===== src/hw/msel_pkg.sv =====
// Shared constants for the memory select and digital volume switch block.
// Assumes a single 125 MHz clock; all slow timing runs off a 1 ms tick.
package msel_pkg;

  // ------------------------------------------------------------------
  // Timing
  // ------------------------------------------------------------------
  localparam int CLK_PERIOD_NS = 8;
  localparam int TICK_NS       = 1000000;
  localparam int TICK_CYCLES   = TICK_NS / CLK_PERIOD_NS;
  localparam int DEBOUNCE_MS   = 10;
  localparam int LONG_MS       = 1000;
  localparam int FADE_MS       = 16;
  localparam int BEEP_MS       = 100;
  localparam int DEBOUNCE_TKS  = (DEBOUNCE_MS * 1000000) / TICK_NS;
  localparam int LONG_TKS      = (LONG_MS * 1000000) / TICK_NS;
  localparam int FADE_TKS      = (FADE_MS * 1000000) / TICK_NS;
  localparam int BEEP_TKS      = (BEEP_MS * 1000000) / TICK_NS;

  // ------------------------------------------------------------------
  // Register map
  // ------------------------------------------------------------------
  localparam logic [3:0] ADDR_CTRL   = 4'h0;
  localparam logic [3:0] ADDR_POR    = 4'h1;
  localparam logic [3:0] ADDR_VOLUME = 4'h2;
  localparam logic [3:0] ADDR_STATUS = 4'h3;

  localparam int CTRL_STATIC   = 0;
  localparam int CTRL_JUMP     = 1;
  localparam int CTRL_POL1     = 2;
  localparam int CTRL_POL2     = 3;
  localparam int CTRL_BEEP     = 4;
  localparam int CTRL_LONG     = 5;
  localparam int CTRL_VALID_LO = 8;

  localparam logic [15:0] CTRL_RST   = 16'h0100;
  localparam logic [15:0] POR_RST    = 16'h0064;
  localparam logic [15:0] VOLUME_RST = 16'h0008;

  // ------------------------------------------------------------------
  // Memories and sequencer states
  // ------------------------------------------------------------------
  localparam logic [1:0] MEM_A = 2'h0;
  localparam logic [1:0] MEM_B = 2'h1;
  localparam logic [1:0] MEM_C = 2'h2;
  localparam logic [1:0] MEM_D = 2'h3;

  typedef enum logic [2:0] {
    ST_IDLE     = 3'h0,
    ST_FADE_OUT = 3'h1,
    ST_BEEP     = 3'h3,
    ST_SWITCH   = 3'h2,
    ST_FADE_IN  = 3'h6
  } msel_state_e;

endpackage


===== src/hw/msel_switch_logic.sv =====
// Memory select and digital volume switch logic.
// Assumes raw switch pins arrive asynchronously and the register port is
// driven by same-clock logic.
`timescale 1ns/100ps
module msel_switch_logic
  import msel_pkg::*;
#(
  parameter int TICK_CYC = TICK_CYCLES,
  parameter int VOL_W    = 5
)
(
  input  wire logic             clock_i,
  input  wire logic             rst_n_i,
  input  wire logic             gain_up_input_i,
  input  wire logic             gain_down_input_i,
  input  wire logic             select_input_first_i,
  input  wire logic             select_input_second_i,
  input  wire logic [3:0]       reg_addr_i,
  input  wire logic [15:0]      reg_wdata_i,
  input  wire logic             reg_wr_i,
  input  wire logic             reg_rd_i,
  output logic      [15:0]      reg_rdata_o,
  output logic      [1:0]       memory_sel_o,
  output logic                  gain_up_step_o,
  output logic                  gain_down_step_o,
  output logic      [VOL_W-1:0] volume_level_o,
  output logic                  fade_out_o,
  output logic                  fade_in_o,
  output logic                  beep_req_o,
  output logic                  audio_enable_o
);

  localparam int TCW = $clog2(TICK_CYC + 1);

  // ------------------------------------------------------------------
  // Millisecond tick
  // ------------------------------------------------------------------
  logic [TCW-1:0] tick_cnt_q;
  logic           tick_q;

  // Every slow timer in the block advances on this one-cycle enable.
  always_ff @(posedge clock_i)
  begin
    if (!rst_n_i)
    begin
      tick_cnt_q <= '0;
      tick_q     <= 1'b0;
    end
    else
    begin
      tick_q     <= (tick_cnt_q == TCW'(TICK_CYC - 1));
      tick_cnt_q <= (tick_cnt_q == TCW'(TICK_CYC - 1)) ? '0 : tick_cnt_q + 1'b1;
    end
  end

  // ------------------------------------------------------------------
  // Input synchronisers and debouncers
  // ------------------------------------------------------------------
  logic [3:0] raw;
  logic [3:0] sync0_q;
  logic [3:0] sync1_q;
  logic [3:0] db_q;

  assign raw = {select_input_second_i, select_input_first_i,
                gain_down_input_i, gain_up_input_i};

  // A level must hold steady for the whole window before it is accepted,
  // so contact bounce yields one clean edge per press.
  for (genvar g = 0; g < 4; g++)
  begin : g_deb
    logic [3:0] cnt_q;
    always_ff @(posedge clock_i)
    begin
      if (!rst_n_i)
      begin
        sync0_q[g] <= 1'b0;
        sync1_q[g] <= 1'b0;
        db_q[g]    <= 1'b0;
        cnt_q      <= '0;
      end
      else
      begin
        sync0_q[g] <= raw[g];
        sync1_q[g] <= sync0_q[g];
        if (sync1_q[g] == db_q[g])
          cnt_q <= '0;
        else if (tick_q && cnt_q == 4'(DEBOUNCE_TKS - 1))
        begin
          db_q[g] <= sync1_q[g];
          cnt_q   <= '0;
        end
        else if (tick_q)
          cnt_q <= cnt_q + 4'h1;
      end
    end
  end

  // ------------------------------------------------------------------
  // Registers
  // ------------------------------------------------------------------
  logic [15:0]      ctrl_q;
  logic [15:0]      por_q;
  logic [VOL_W-1:0] vol_q;
  logic             lock_q;
  logic [15:0]      rdata_q;
  logic [15:0]      status;
  logic             wr_ctrl;
  logic             wr_por;
  logic             acc_vol;
  logic             is_static;
  logic             is_jump;
  logic [3:0]       vm;
  logic             s1;
  logic             s2;
  logic             btn_up;
  logic             btn_dn;

  assign wr_ctrl   = reg_wr_i && reg_addr_i == ADDR_CTRL;
  assign wr_por    = reg_wr_i && reg_addr_i == ADDR_POR;
  assign acc_vol   = (reg_wr_i || reg_rd_i) && reg_addr_i == ADDR_VOLUME;
  assign is_static = ctrl_q[CTRL_STATIC];
  assign is_jump   = ctrl_q[CTRL_JUMP];
  assign vm        = ctrl_q[CTRL_VALID_LO +: 4] | 4'h1;
  // A set polarity bit inverts the select pin so that closed reads as one on pull-up wiring.
  assign s1        = db_q[2] ^ ctrl_q[CTRL_POL1];
  assign s2        = db_q[3] ^ ctrl_q[CTRL_POL2];
  assign btn_up    = db_q[0];
  assign btn_dn    = db_q[1];

  // Configuration and delay registers; any volume access trips the lock.
  always_ff @(posedge clock_i)
  begin
    if (!rst_n_i)
    begin
      ctrl_q <= CTRL_RST;
      por_q  <= POR_RST;
      lock_q <= 1'b0;
    end
    else
    begin
      if (wr_ctrl)
        ctrl_q <= reg_wdata_i;
      if (wr_por)
        por_q <= reg_wdata_i;
      if (acc_vol)
        lock_q <= 1'b1;
    end
  end

  // ------------------------------------------------------------------
  // Power-on delay
  // ------------------------------------------------------------------
  logic [15:0] por_cnt_q;
  logic        audio_en_q;

  // Audio stays off, and buttons dead, until the delay in ms has passed.
  always_ff @(posedge clock_i)
  begin
    if (!rst_n_i)
    begin
      por_cnt_q  <= '0;
      audio_en_q <= 1'b0;
    end
    else if (!audio_en_q && tick_q)
    begin
      por_cnt_q  <= por_cnt_q + 16'h1;
      audio_en_q <= (por_cnt_q >= por_q);
    end
  end

  // ------------------------------------------------------------------
  // Press classification
  // ------------------------------------------------------------------
  logic       pressed;
  logic       prev_q;
  logic       which_q;
  logic [9:0] hold_q;
  logic       long_en;
  logic       live;
  logic       ev_up;
  logic       ev_dn;
  logic       long_hit;

  assign pressed  = btn_up | btn_dn;
  assign long_en  = ctrl_q[CTRL_LONG];
  assign live     = audio_en_q && !lock_q;
  // Without long-press use a step fires on closure; with it, on a short
  // release, trading response time for a second function per button.
  assign ev_up    = live && (long_en
                    ? (!pressed && prev_q && !which_q && hold_q < 10'(LONG_TKS))
                    : (btn_up && !prev_q));
  assign ev_dn    = live && (long_en
                    ? (!pressed && prev_q && which_q && hold_q < 10'(LONG_TKS))
                    : (btn_dn && !btn_up && !prev_q));
  assign long_hit = live && long_en && pressed && tick_q
                    && hold_q == 10'(LONG_TKS - 1);

  // Hold timer for the button that opened the press.
  always_ff @(posedge clock_i)
  begin
    if (!rst_n_i)
    begin
      prev_q  <= 1'b0;
      which_q <= 1'b0;
      hold_q  <= '0;
    end
    else
    begin
      prev_q <= pressed;
      if (pressed && !prev_q)
      begin
        which_q <= !btn_up;
        hold_q  <= '0;
      end
      else if (pressed && tick_q && hold_q < 10'(LONG_TKS))
        hold_q <= hold_q + 10'h1;
    end
  end

  // ------------------------------------------------------------------
  // Volume
  // ------------------------------------------------------------------
  logic up_step_q;
  logic dn_step_q;

  // Steps saturate; a pulse is issued when a step is due, even if a same-cycle volume write sets the level instead.
  always_ff @(posedge clock_i)
  begin
    if (!rst_n_i)
    begin
      vol_q     <= VOL_W'(VOLUME_RST);
      up_step_q <= 1'b0;
      dn_step_q <= 1'b0;
    end
    else
    begin
      up_step_q <= ev_up && vol_q != '1;
      dn_step_q <= ev_dn && vol_q != '0;
      if (reg_wr_i && reg_addr_i == ADDR_VOLUME)
        vol_q <= reg_wdata_i[VOL_W-1:0];
      else if (ev_up && vol_q != '1)
        vol_q <= vol_q + 1'b1;
      else if (ev_dn && vol_q != '0)
        vol_q <= vol_q - 1'b1;
    end
  end

  // ------------------------------------------------------------------
  // Memory selection
  // ------------------------------------------------------------------
  function automatic logic [1:0] next_mem(input logic [1:0] cur,
                                          input logic [3:0] v,
                                          input logic       no_d);
    logic [1:0] c;
    logic [1:0] r;
    logic       f;
    c = cur;
    r = MEM_A;
    f = 1'b0;
    for (int i = 0; i < 3; i++)
    begin
      c = c + 2'h1;
      if (!f && v[c] && !(no_d && c == MEM_D))
      begin
        r = c;
        f = 1'b1;
      end
    end
    return r;
  endfunction

  logic [1:0] mom_q;
  logic       s1_prev_q;
  logic       adv;
  logic [1:0] fb_mom;
  logic [1:0] fb_d;
  logic [1:0] fb_idx;
  logic [1:0] fb_b;
  logic [1:0] want;

  assign fb_mom = vm[mom_q] ? mom_q : MEM_A;
  assign fb_d   = vm[3] ? MEM_D : MEM_A;
  assign fb_idx = vm[{s2, s1}] ? {s2, s1} : MEM_A;
  assign fb_b   = vm[1] ? MEM_B : MEM_A;
  // Presses count only in momentary modes, never with the jump closed.
  assign adv    = audio_en_q && !is_static && !(is_jump && s2)
                  && ((s1 && !s1_prev_q) || long_hit);
  // Static modes read the debounced levels directly, so two switches that
  // settle apart pass through the memory in between.
  assign want   = is_static
                  ? (is_jump ? (s2 ? fb_d : (s1 ? fb_b : MEM_A))
                             : fb_idx)
                  : ((is_jump && s2) ? fb_d : fb_mom);

  // The momentary choice is kept aside while the jump holds D.
  always_ff @(posedge clock_i)
  begin
    if (!rst_n_i)
    begin
      mom_q     <= MEM_A;
      s1_prev_q <= 1'b0;
    end
    else
    begin
      s1_prev_q <= s1;
      if (adv)
        mom_q <= next_mem(fb_mom, vm, is_jump);
    end
  end

  // ------------------------------------------------------------------
  // Change sequencer
  // ------------------------------------------------------------------
  msel_state_e state_q;
  msel_state_e state_d;
  logic [6:0]  tmr_q;
  logic        tmr_done;
  logic [1:0]  active_q;

  assign tmr_done = tick_q && tmr_q == 7'h0;

  // Fade out, optional beep, switch, fade in.
  always_comb
  begin
    state_d = state_q;
    case (state_q)
      ST_IDLE:     if (audio_en_q && want != active_q) state_d = ST_FADE_OUT;
      ST_FADE_OUT: if (tmr_done)
                     state_d = ctrl_q[CTRL_BEEP] ? ST_BEEP : ST_SWITCH;
      ST_BEEP:     if (tmr_done) state_d = ST_SWITCH;
      ST_SWITCH:   state_d = ST_FADE_IN;
      ST_FADE_IN:  if (tmr_done) state_d = ST_IDLE;
      default:     state_d = ST_IDLE;
    endcase
  end

  // Before audio starts the memory follows the switches silently.
  always_ff @(posedge clock_i)
  begin
    if (!rst_n_i)
    begin
      state_q  <= ST_IDLE;
      tmr_q    <= '0;
      active_q <= MEM_A;
    end
    else
    begin
      state_q <= state_d;
      if (state_d != state_q)
        tmr_q <= (state_d == ST_BEEP) ? 7'(BEEP_TKS - 1) : 7'(FADE_TKS - 1);
      else if (tick_q && tmr_q != 7'h0)
        tmr_q <= tmr_q - 7'h1;
      if (!audio_en_q || state_q == ST_SWITCH)
        active_q <= want;
    end
  end

  // ------------------------------------------------------------------
  // Outputs and read data
  // ------------------------------------------------------------------
  assign status = {6'h0, want, 1'b0, s2, s1, lock_q, audio_en_q,
                   state_q != ST_IDLE, active_q};

  // Read data stands only in the cycle after the read strobe.
  always_ff @(posedge clock_i)
  begin
    if (!rst_n_i)
    begin
      rdata_q    <= '0;
      fade_out_o <= 1'b0;
      fade_in_o  <= 1'b0;
      beep_req_o <= 1'b0;
    end
    else
    begin
      rdata_q    <= '0;
      if (reg_rd_i)
        case (reg_addr_i)
          ADDR_CTRL:   rdata_q <= ctrl_q;
          ADDR_POR:    rdata_q <= por_q;
          ADDR_VOLUME: rdata_q <= 16'(vol_q);
          ADDR_STATUS: rdata_q <= status;
          default:     rdata_q <= '0;
        endcase
      fade_out_o <= state_d == ST_FADE_OUT || state_d == ST_BEEP
                    || state_d == ST_SWITCH;
      fade_in_o  <= state_d == ST_FADE_IN;
      beep_req_o <= state_d == ST_BEEP;
    end
  end

  assign reg_rdata_o      = rdata_q;
  assign memory_sel_o     = active_q;
  assign gain_up_step_o   = up_step_q;
  assign gain_down_step_o = dn_step_q;
  assign volume_level_o   = vol_q;
  assign audio_enable_o   = audio_en_q;

  // ------------------------------------------------------------------
  // Checks
  // ------------------------------------------------------------------
  a_lock_no_steps: assert property (@(posedge clock_i) disable iff (!rst_n_i)
    lock_q |=> !up_step_q && !dn_step_q)
    else $error("Volume step issued while locked.");

  a_por_ignores: assert property (@(posedge clock_i) disable iff (!rst_n_i)
    !audio_en_q |=> !up_step_q && !dn_step_q && $stable(mom_q))
    else $error("Press acted on during power-on delay.");

  a_up_step_raise: assert property (@(posedge clock_i) disable iff (!rst_n_i)
    up_step_q |-> (vol_q - $past(vol_q)) == VOL_W'(1))
    else $error("Up step did not raise the level by one.");

  a_want_valid: assert property (@(posedge clock_i) disable iff (!rst_n_i)
    vm[want])
    else $error("Wanted memory is not valid.");

  a_switch_then_in: assert property (@(posedge clock_i) disable iff (!rst_n_i)
    state_q == ST_SWITCH |=> state_q == ST_FADE_IN && fade_in_o && !fade_out_o)
    else $error("Switch not followed by fade in.");

  a_change_in_switch: assert property (@(posedge clock_i) disable iff (!rst_n_i)
    $past(audio_en_q) && active_q != $past(active_q) |-> $past(state_q) == ST_SWITCH)
    else $error("Memory changed outside the switch step.");

  a_mode2_jump_d: assert property (@(posedge clock_i) disable iff (!rst_n_i)
    !is_static && is_jump && s2 && vm[3] && audio_en_q && state_q == ST_IDLE
    && active_q != MEM_D |=> state_q == ST_FADE_OUT)
    else $error("Jump to D did not start a change.");

  a_mode3_decode: assert property (@(posedge clock_i) disable iff (!rst_n_i)
    is_static && !is_jump && s1 && s2 |-> want == (vm[3] ? MEM_D : MEM_A))
    else $error("Binary decode of both closed is wrong.");

  a_mode4_open: assert property (@(posedge clock_i) disable iff (!rst_n_i)
    is_static && is_jump && !s2 && !s1 |-> want == MEM_A)
    else $error("Mode four with both open is not A.");

endmodule


===== config.mk =====
export PLATFORM = sky130hd
export DESIGN_NAME = msel_switch_logic
export DESIGN_NICKNAME = d
export VERILOG_FILES = /design/src/hw/msel_pkg.sv /design/src/hw/msel_switch_logic.sv
export SDC_FILE = /design/constraint.sdc
export NUM_CORES = 1
export LEC_CHECK = 0
export BUFFER_PORTS_ARGS = -buffer_cell sky130_fd_sc_hd__buf_2
export CAP_MARGIN = 5
export CORE_MARGIN = 8
export CORE_UTILIZATION = 60
export CTS_CLUSTER_SIZE = 24
export DETAILED_ROUTE_END_ITERATION = 8
export PLACE_DENSITY = 0.78
export SLEW_MARGIN = 20
export SYNTH_ARGS = -nofsm -noshare
export SYNTH_HDL_FRONTEND = slang
export SYNTH_SLANG_ARGS = --single-unit

===== constraint.sdc =====
create_clock -name clock_i -period 3.8 [get_ports clock_i]
set_input_delay 0.38 -clock clock_i [delete_from_list [all_inputs] [get_ports clock_i]]
set_output_delay 0.38 -clock clock_i [all_outputs]
set_load 0.02 [all_outputs]

; ---- Word-level counts from Yosys, hierarchy flattened
; Cells that the tools add are included.
; W data, S select, Z words.
[totals]
ff_bits = 149
inputBits = 28
wordCells = 219
output_inout_bits = 29
[classes]
mux = 43
n_bitwise = 8
reduce_logical = 83
magnitude_cmp = 7
addsub = 13
eq_ne = 27
[op_table]
columns = operator, n
row1 = $pmux W16 S4, 1
row2 = $logic_and A1 B1 Y1, 45
row3 = $mux W7, 3
row4 = $mux W2, 10
row5 = $add A17 B1 Y17 const B, 1
row6 = $eq A17 B17 Y1 const B, 1
row7 = $add A16 B1 Y16 const B, 1
row8 = $add A4 B1 Y4 const B, 4
row9 = $eq A4 B4 Y1 const B, 4
row10 = $ge A16 B16 Y1, 1
row11 = $mux W1, 16
row12 = $lt A2 B3 Y1 const B, 5
row13 = $mux W5, 3
row14 = $pmux W3 S5, 1
row15 = $logic_not A1 Y1, 14
row16 = $eq A3 B2 Y1 const B, 4
row17 = $mux W3, 4
row18 = $reduce_or A3 Y1, 4
row19 = $add A10 B1 Y10 const B, 1
row20 = $bmux W1 S2, 5
row21 = $eq A10 B10 Y1 const B, 1
row22 = $lt A10 B10 Y1 const B, 1
row23 = $reduce_and A2 Y1, 5
row24 = $eq A4 B2 Y1 const B, 2
row25 = other kinds (24), 44

; ---- Depth between registers and ports, before layout
[logic_depth]
depth_word = 21
depth_mapped = 12

; ---- Least setup slack after synthesis
; OpenSTA, ideal clock, no wires.
[synth_path]
path_type = register -> register
start = register hold_q[3]
end = register vol_q[4], in the netlist volume_level_o[4]
setup_ns = 0.122
t_required_ns = 3.678
path_stages_with_launch = 13
slack_ns = 1.147
synth_period_minus_slack_ns = 2.653
t_arrival_ns = 2.532
path_buffers = 0
path_cell_list = dfxtp_1 -> or2_2 -> a31o_2 -> o22ai_1 -> and2_1 -> inv_1 -> ha_1 -> nor2b_1 -> o21ai_0 -> nand2b_1 -> or3_1 -> o32a_1 -> o311a_1
[synth_via]
elab_chain_cells = 7
elab_cells_between_ends = 12
cone_classes = 1 x order compare / 4 x mux / 7 x reduce/logical
[synth_rtl]
columns = item, line
row1 = from (decl), msel_switch_logic.sv:177  ; logic [9:0] hold_q;
row2 = from (signal assigned), msel_switch_logic.sv:216  ; hold_q <= hold_q + 10'h1;
row3 = $lt A10 B10 Y1 *, "msel_switch_logic.sv:190, msel_switch_logic.sv:193"
row4 = $logic_and A1 B1 Y1, msel_switch_logic.sv:190  ; ? (!pressed && prev_q && !which_q && hold_q < 10'(LONG_TKS))
row5 = $mux W1, msel_switch_logic.sv:190
row6 = $logic_and A1 B1 Y1, msel_switch_logic.sv:189  ; assign ev_up = live && (long_en
row7 = $logic_and A1 B1 Y1, msel_switch_logic.sv:241  ; else if (ev_up && vol_q != '1)
row8 = $mux W5, msel_switch_logic.sv:241
row9 = $mux W5, msel_switch_logic.sv:239  ; if (reg_wr_i && reg_addr_i == ADDR_VOLUME)
row10 = to (signal assigned), msel_switch_logic.sv:240  ; vol_q <= reg_wdata_i[VOL_W-1:0];
row11 = to (signal assigned), msel_switch_logic.sv:242  ; vol_q <= vol_q + 1'b1;
row12 = to (signal assigned), msel_switch_logic.sv:244  ; vol_q <= vol_q - 1'b1;
row13 = to (decl), msel_switch_logic.sv:103  ; logic [VOL_W-1:0] vol_q;
; Mark *: on every way between the ends. The rest lies on a longest branch, timed or not.
; A chain may end at the register's enable or synchronous reset.

; ---- Final worst setup path
; Same ends and word-level chain as after synthesis.

==> summary.txt <==
Route
  • Residual DRC: 0
  • ANT nets after route: 0
  • WL final: ~18 mm
  • WL per Instance: around 17 um
  • Initial drt markers: between 700 and 800
  • Vias/cell: 5.924
  • DR pass1 iterations: 6
  • DR vias: roughly 6100

Yosys
  • Cell area after synthesis: ~0.0072 mm2
  • Syn nets: around 900
  • Syn Area/Cell: around 8.6 um2
  • Sequential share of the synthesized area: 41.65%
  • EDFF count, synth: 0
  • Gate Count Post-Synth: 834
  • Synthesized flop and latch total: 149
  • Async set-reset flop share out of synthesis: 0%
  • Number of synthesis warnings: 0
  • Synth cell types: 74
  • Top FF cell, synth: dfxtp_1

Global routing
  • Total Routing Usage GR: a little over a fifth
  • Vias in the first global route: between 5000 and 6000
  • First-pass GRT wire length: around 28 mm
  • Total gr overflow: 0
  • Initial antenna violation count: 0
  • Largest net degree at the start of global routing: 45

Min path
  • Hold Crit Class: in -> reg

Pwr
  • Pwr Density: 439.0 mW/mm2
  • Cell leakage power: between 3 and 4 nW
  • Worst vdd ir: about 0.00030 V
  • Tot Pwr: around 3.6 mW

Place
  • Place WS: roughly 0.86 ns
  • Dpl cell area: 0.007491 mm2
  • IO Port Bufs: 56
  • HPWL Detailed: 12.23 mm
  • Routability cong.: approximately 0.85

STA
  • Final hold slack: about 0.16 ns
  • Slew headroom: a little under 30%
  • Fmax: 334.7 MHz
  • Tcrit/Tclk final: around four fifths
  • Setup TNS: 0 ns
  • Minimum clock period: 2.988 ns
  • Fin. Hold Viols: 0
  • RSZ-0062 raised after global routing: no
  • Setup ws final: between 0.8 and 0.9 ns
  • Slew @ Worst Pin: 1.054 ns
  • Worst clock skew: 0.007587 ns
  • Final setup fails: 0
  • Max-slew violation count: 0

Finish
  • P&R area growth vs syn: 13.84%
  • Antenna cell count: 0
  • Most frequent cells in the layout: dfxtp_1, nand2_1, nor2_1
  • Fin area: 0.008153 mm2
  • Layout cell share with drive strength beyond 1: between 10% and 20%
  • Most common cell after layout, fill and taps aside: dfxtp_1
  • Nets: around 940

Worst setup path
  • Crit path cell chain: or2_2, a31o_2, o22ai_1, and2_1, inv_1, ha_1, nor2b_1, o21ai_0, nand2b_1, or3_1, o32a_1, o311a_1
  • Setup crit start kind: flop
  • Slowest cell on crit path: dfxtp_1
  • Critical path required time: 4.11 ns
  • Worst setup EP type: flop
  • Max incr delay on CP: about 0.34 ns
  • CP Data Arrival Time: between 3 and 4 ns
  • Crit path kind: reg -> reg
  • Buf/Inv on CP: 1
  • CP Max Fanout: 5
  • Top delay family on crit path: simple AND/OR/NAND/NOR gates

Floorplanning
  • Die area: approximately 0.016 mm2
  • Die Ht: between 100 and 150 um
  • Core ar.: between 0.01 and 0.015 mm2
  • I/O pins: 57
  • Site Rows: 40
  • Starting density of the core: 60.64%
  • Die width: ~130 um

CTS
  • CTS tree: built
  • Clock Path Buffers: 2
  • Post-CTS Resized: 0
  • Post-CTS setup-driven buffer insertion count: 0
  • Num Clock Sinks: ~150
  • H-tree Lvls: 4
  • CTS hold repair buffers: 0
  • Worst skew pair latency: 0.42 ns
  • Num CTS Buffers: 17
  • Reg clk slew, reported paths: around 0.060 ns
  • Clock root cell: clkbuf_16

Run status
  • Run status: completed

Flow run
  • Maxcap violations: 0
-- flip-flops by register name (all words and copies together) (netlist names), 3 cells and up --
name	count
hold_q	10
state_q	3
por_cnt_q	16
ctrl_q	16
tmr_q	7
sync0_q	4
volume_level_o	5
g_deb.cnt_q	16
reg_rdata_o	16
por_q	16
tick_cnt_q	17
sync1_q	4
-- layer usage --
layer	wire, um	GRT usage [%]
met4	430	10.10
met5	0	0
met1	7320	25.93
met3	1254	5.440
met2	8500	36.82
-- kinds of logic after synthesis --
| group | after synthesis | share of synthesized area (%) |
|---|---|---|
| AOI/OAI and AO/OA | 167 | 15.86 |
| xor gates and xnor gates | 58 | 7.198 |
| adders and majority gates | 36 | 6.394 |
| buffers and inverters | 82 | 4.560 |
| DFF | 149 | 41.65 |
| and+or+nand+nor | 330 | 22.62 |
| muxes | 12 | 1.712 |
-- final timing paths --
kind                          from                end  slack [ns]  cells past startpoint
max                      hold_q[3]  volume_level_o[4]        0.81                     12
min          select_input_second_i         sync0_q[3]        0.16                      2
max reg2reg              hold_q[3]  volume_level_o[4]        0.81                     12
min reg2reg             sync0_q[0]         sync1_q[0]        0.43                      1
-- cells in the mapped netlist, drive strengths merged (3+ instances only) --
cell | instances | area share, %
o211ai | 11 | 1.2
ha | 35 | 6.1
or3 | 3 | 0.26
inv | 41 | 2.1
and4 | 11 | 1.4
a22oi | 18 | 1.9
o21ai | 24 | 1.7
dfxtp | 149 | 42
clkbuf | 32 | 1.7
mux2i | 10 | 1.4
nor4 | 8 | 0.79
nand4b | 4 | 0.49
nor2b | 7 | 0.61
xnor2 | 20 | 2.4
a31oi | 10 | 0.87
nand2b | 8 | 0.70
buf | 9 | 0.73
and2 | 18 | 1.6
nand4 | 12 | 1.0
xor2 | 38 | 4.8
nand3 | 36 | 2.5
o32a | 4 | 0.56
a222oi | 4 | 0.56
a21o | 7 | 0.73
and3b | 3 | 0.37
nor2 | 92 | 4.8
nand2 | 99 | 5.2
a211oi | 9 | 1.0
and3 | 9 | 0.79
nor3 | 8 | 0.56
a21oi | 53 | 3.7
o21a | 4 | 0.42
-- per-stage QoR --
stage                     instances  utilization (%)
final                          1033            69.03
after CTS                      1033            69.03
after global placement         1001            63.42
after global routing           1033            69.03
after detailed placement       1001            63.42
after floorplan                 834                -
-- power by group --
part	total, mW	switching [mW]	internal [mW]	leakage [nW]
logic	0.114	0.0750	0.0389	1.72
clock network	1.88	0.650	1.23	0.308
registers	1.59	0.0127	1.58	1.20
-- cell type report --
class	instances	area, um2
multi-input cells	603	3852
fillers	961	3659
flip-flops and latches	149	2983
clock buffers	18	429.2
repair buffers	61	317.8
clock inverters	14	232.7
well taps	147	183.9
inverters	41	153.9
Power figures use the tool's default switching activity.
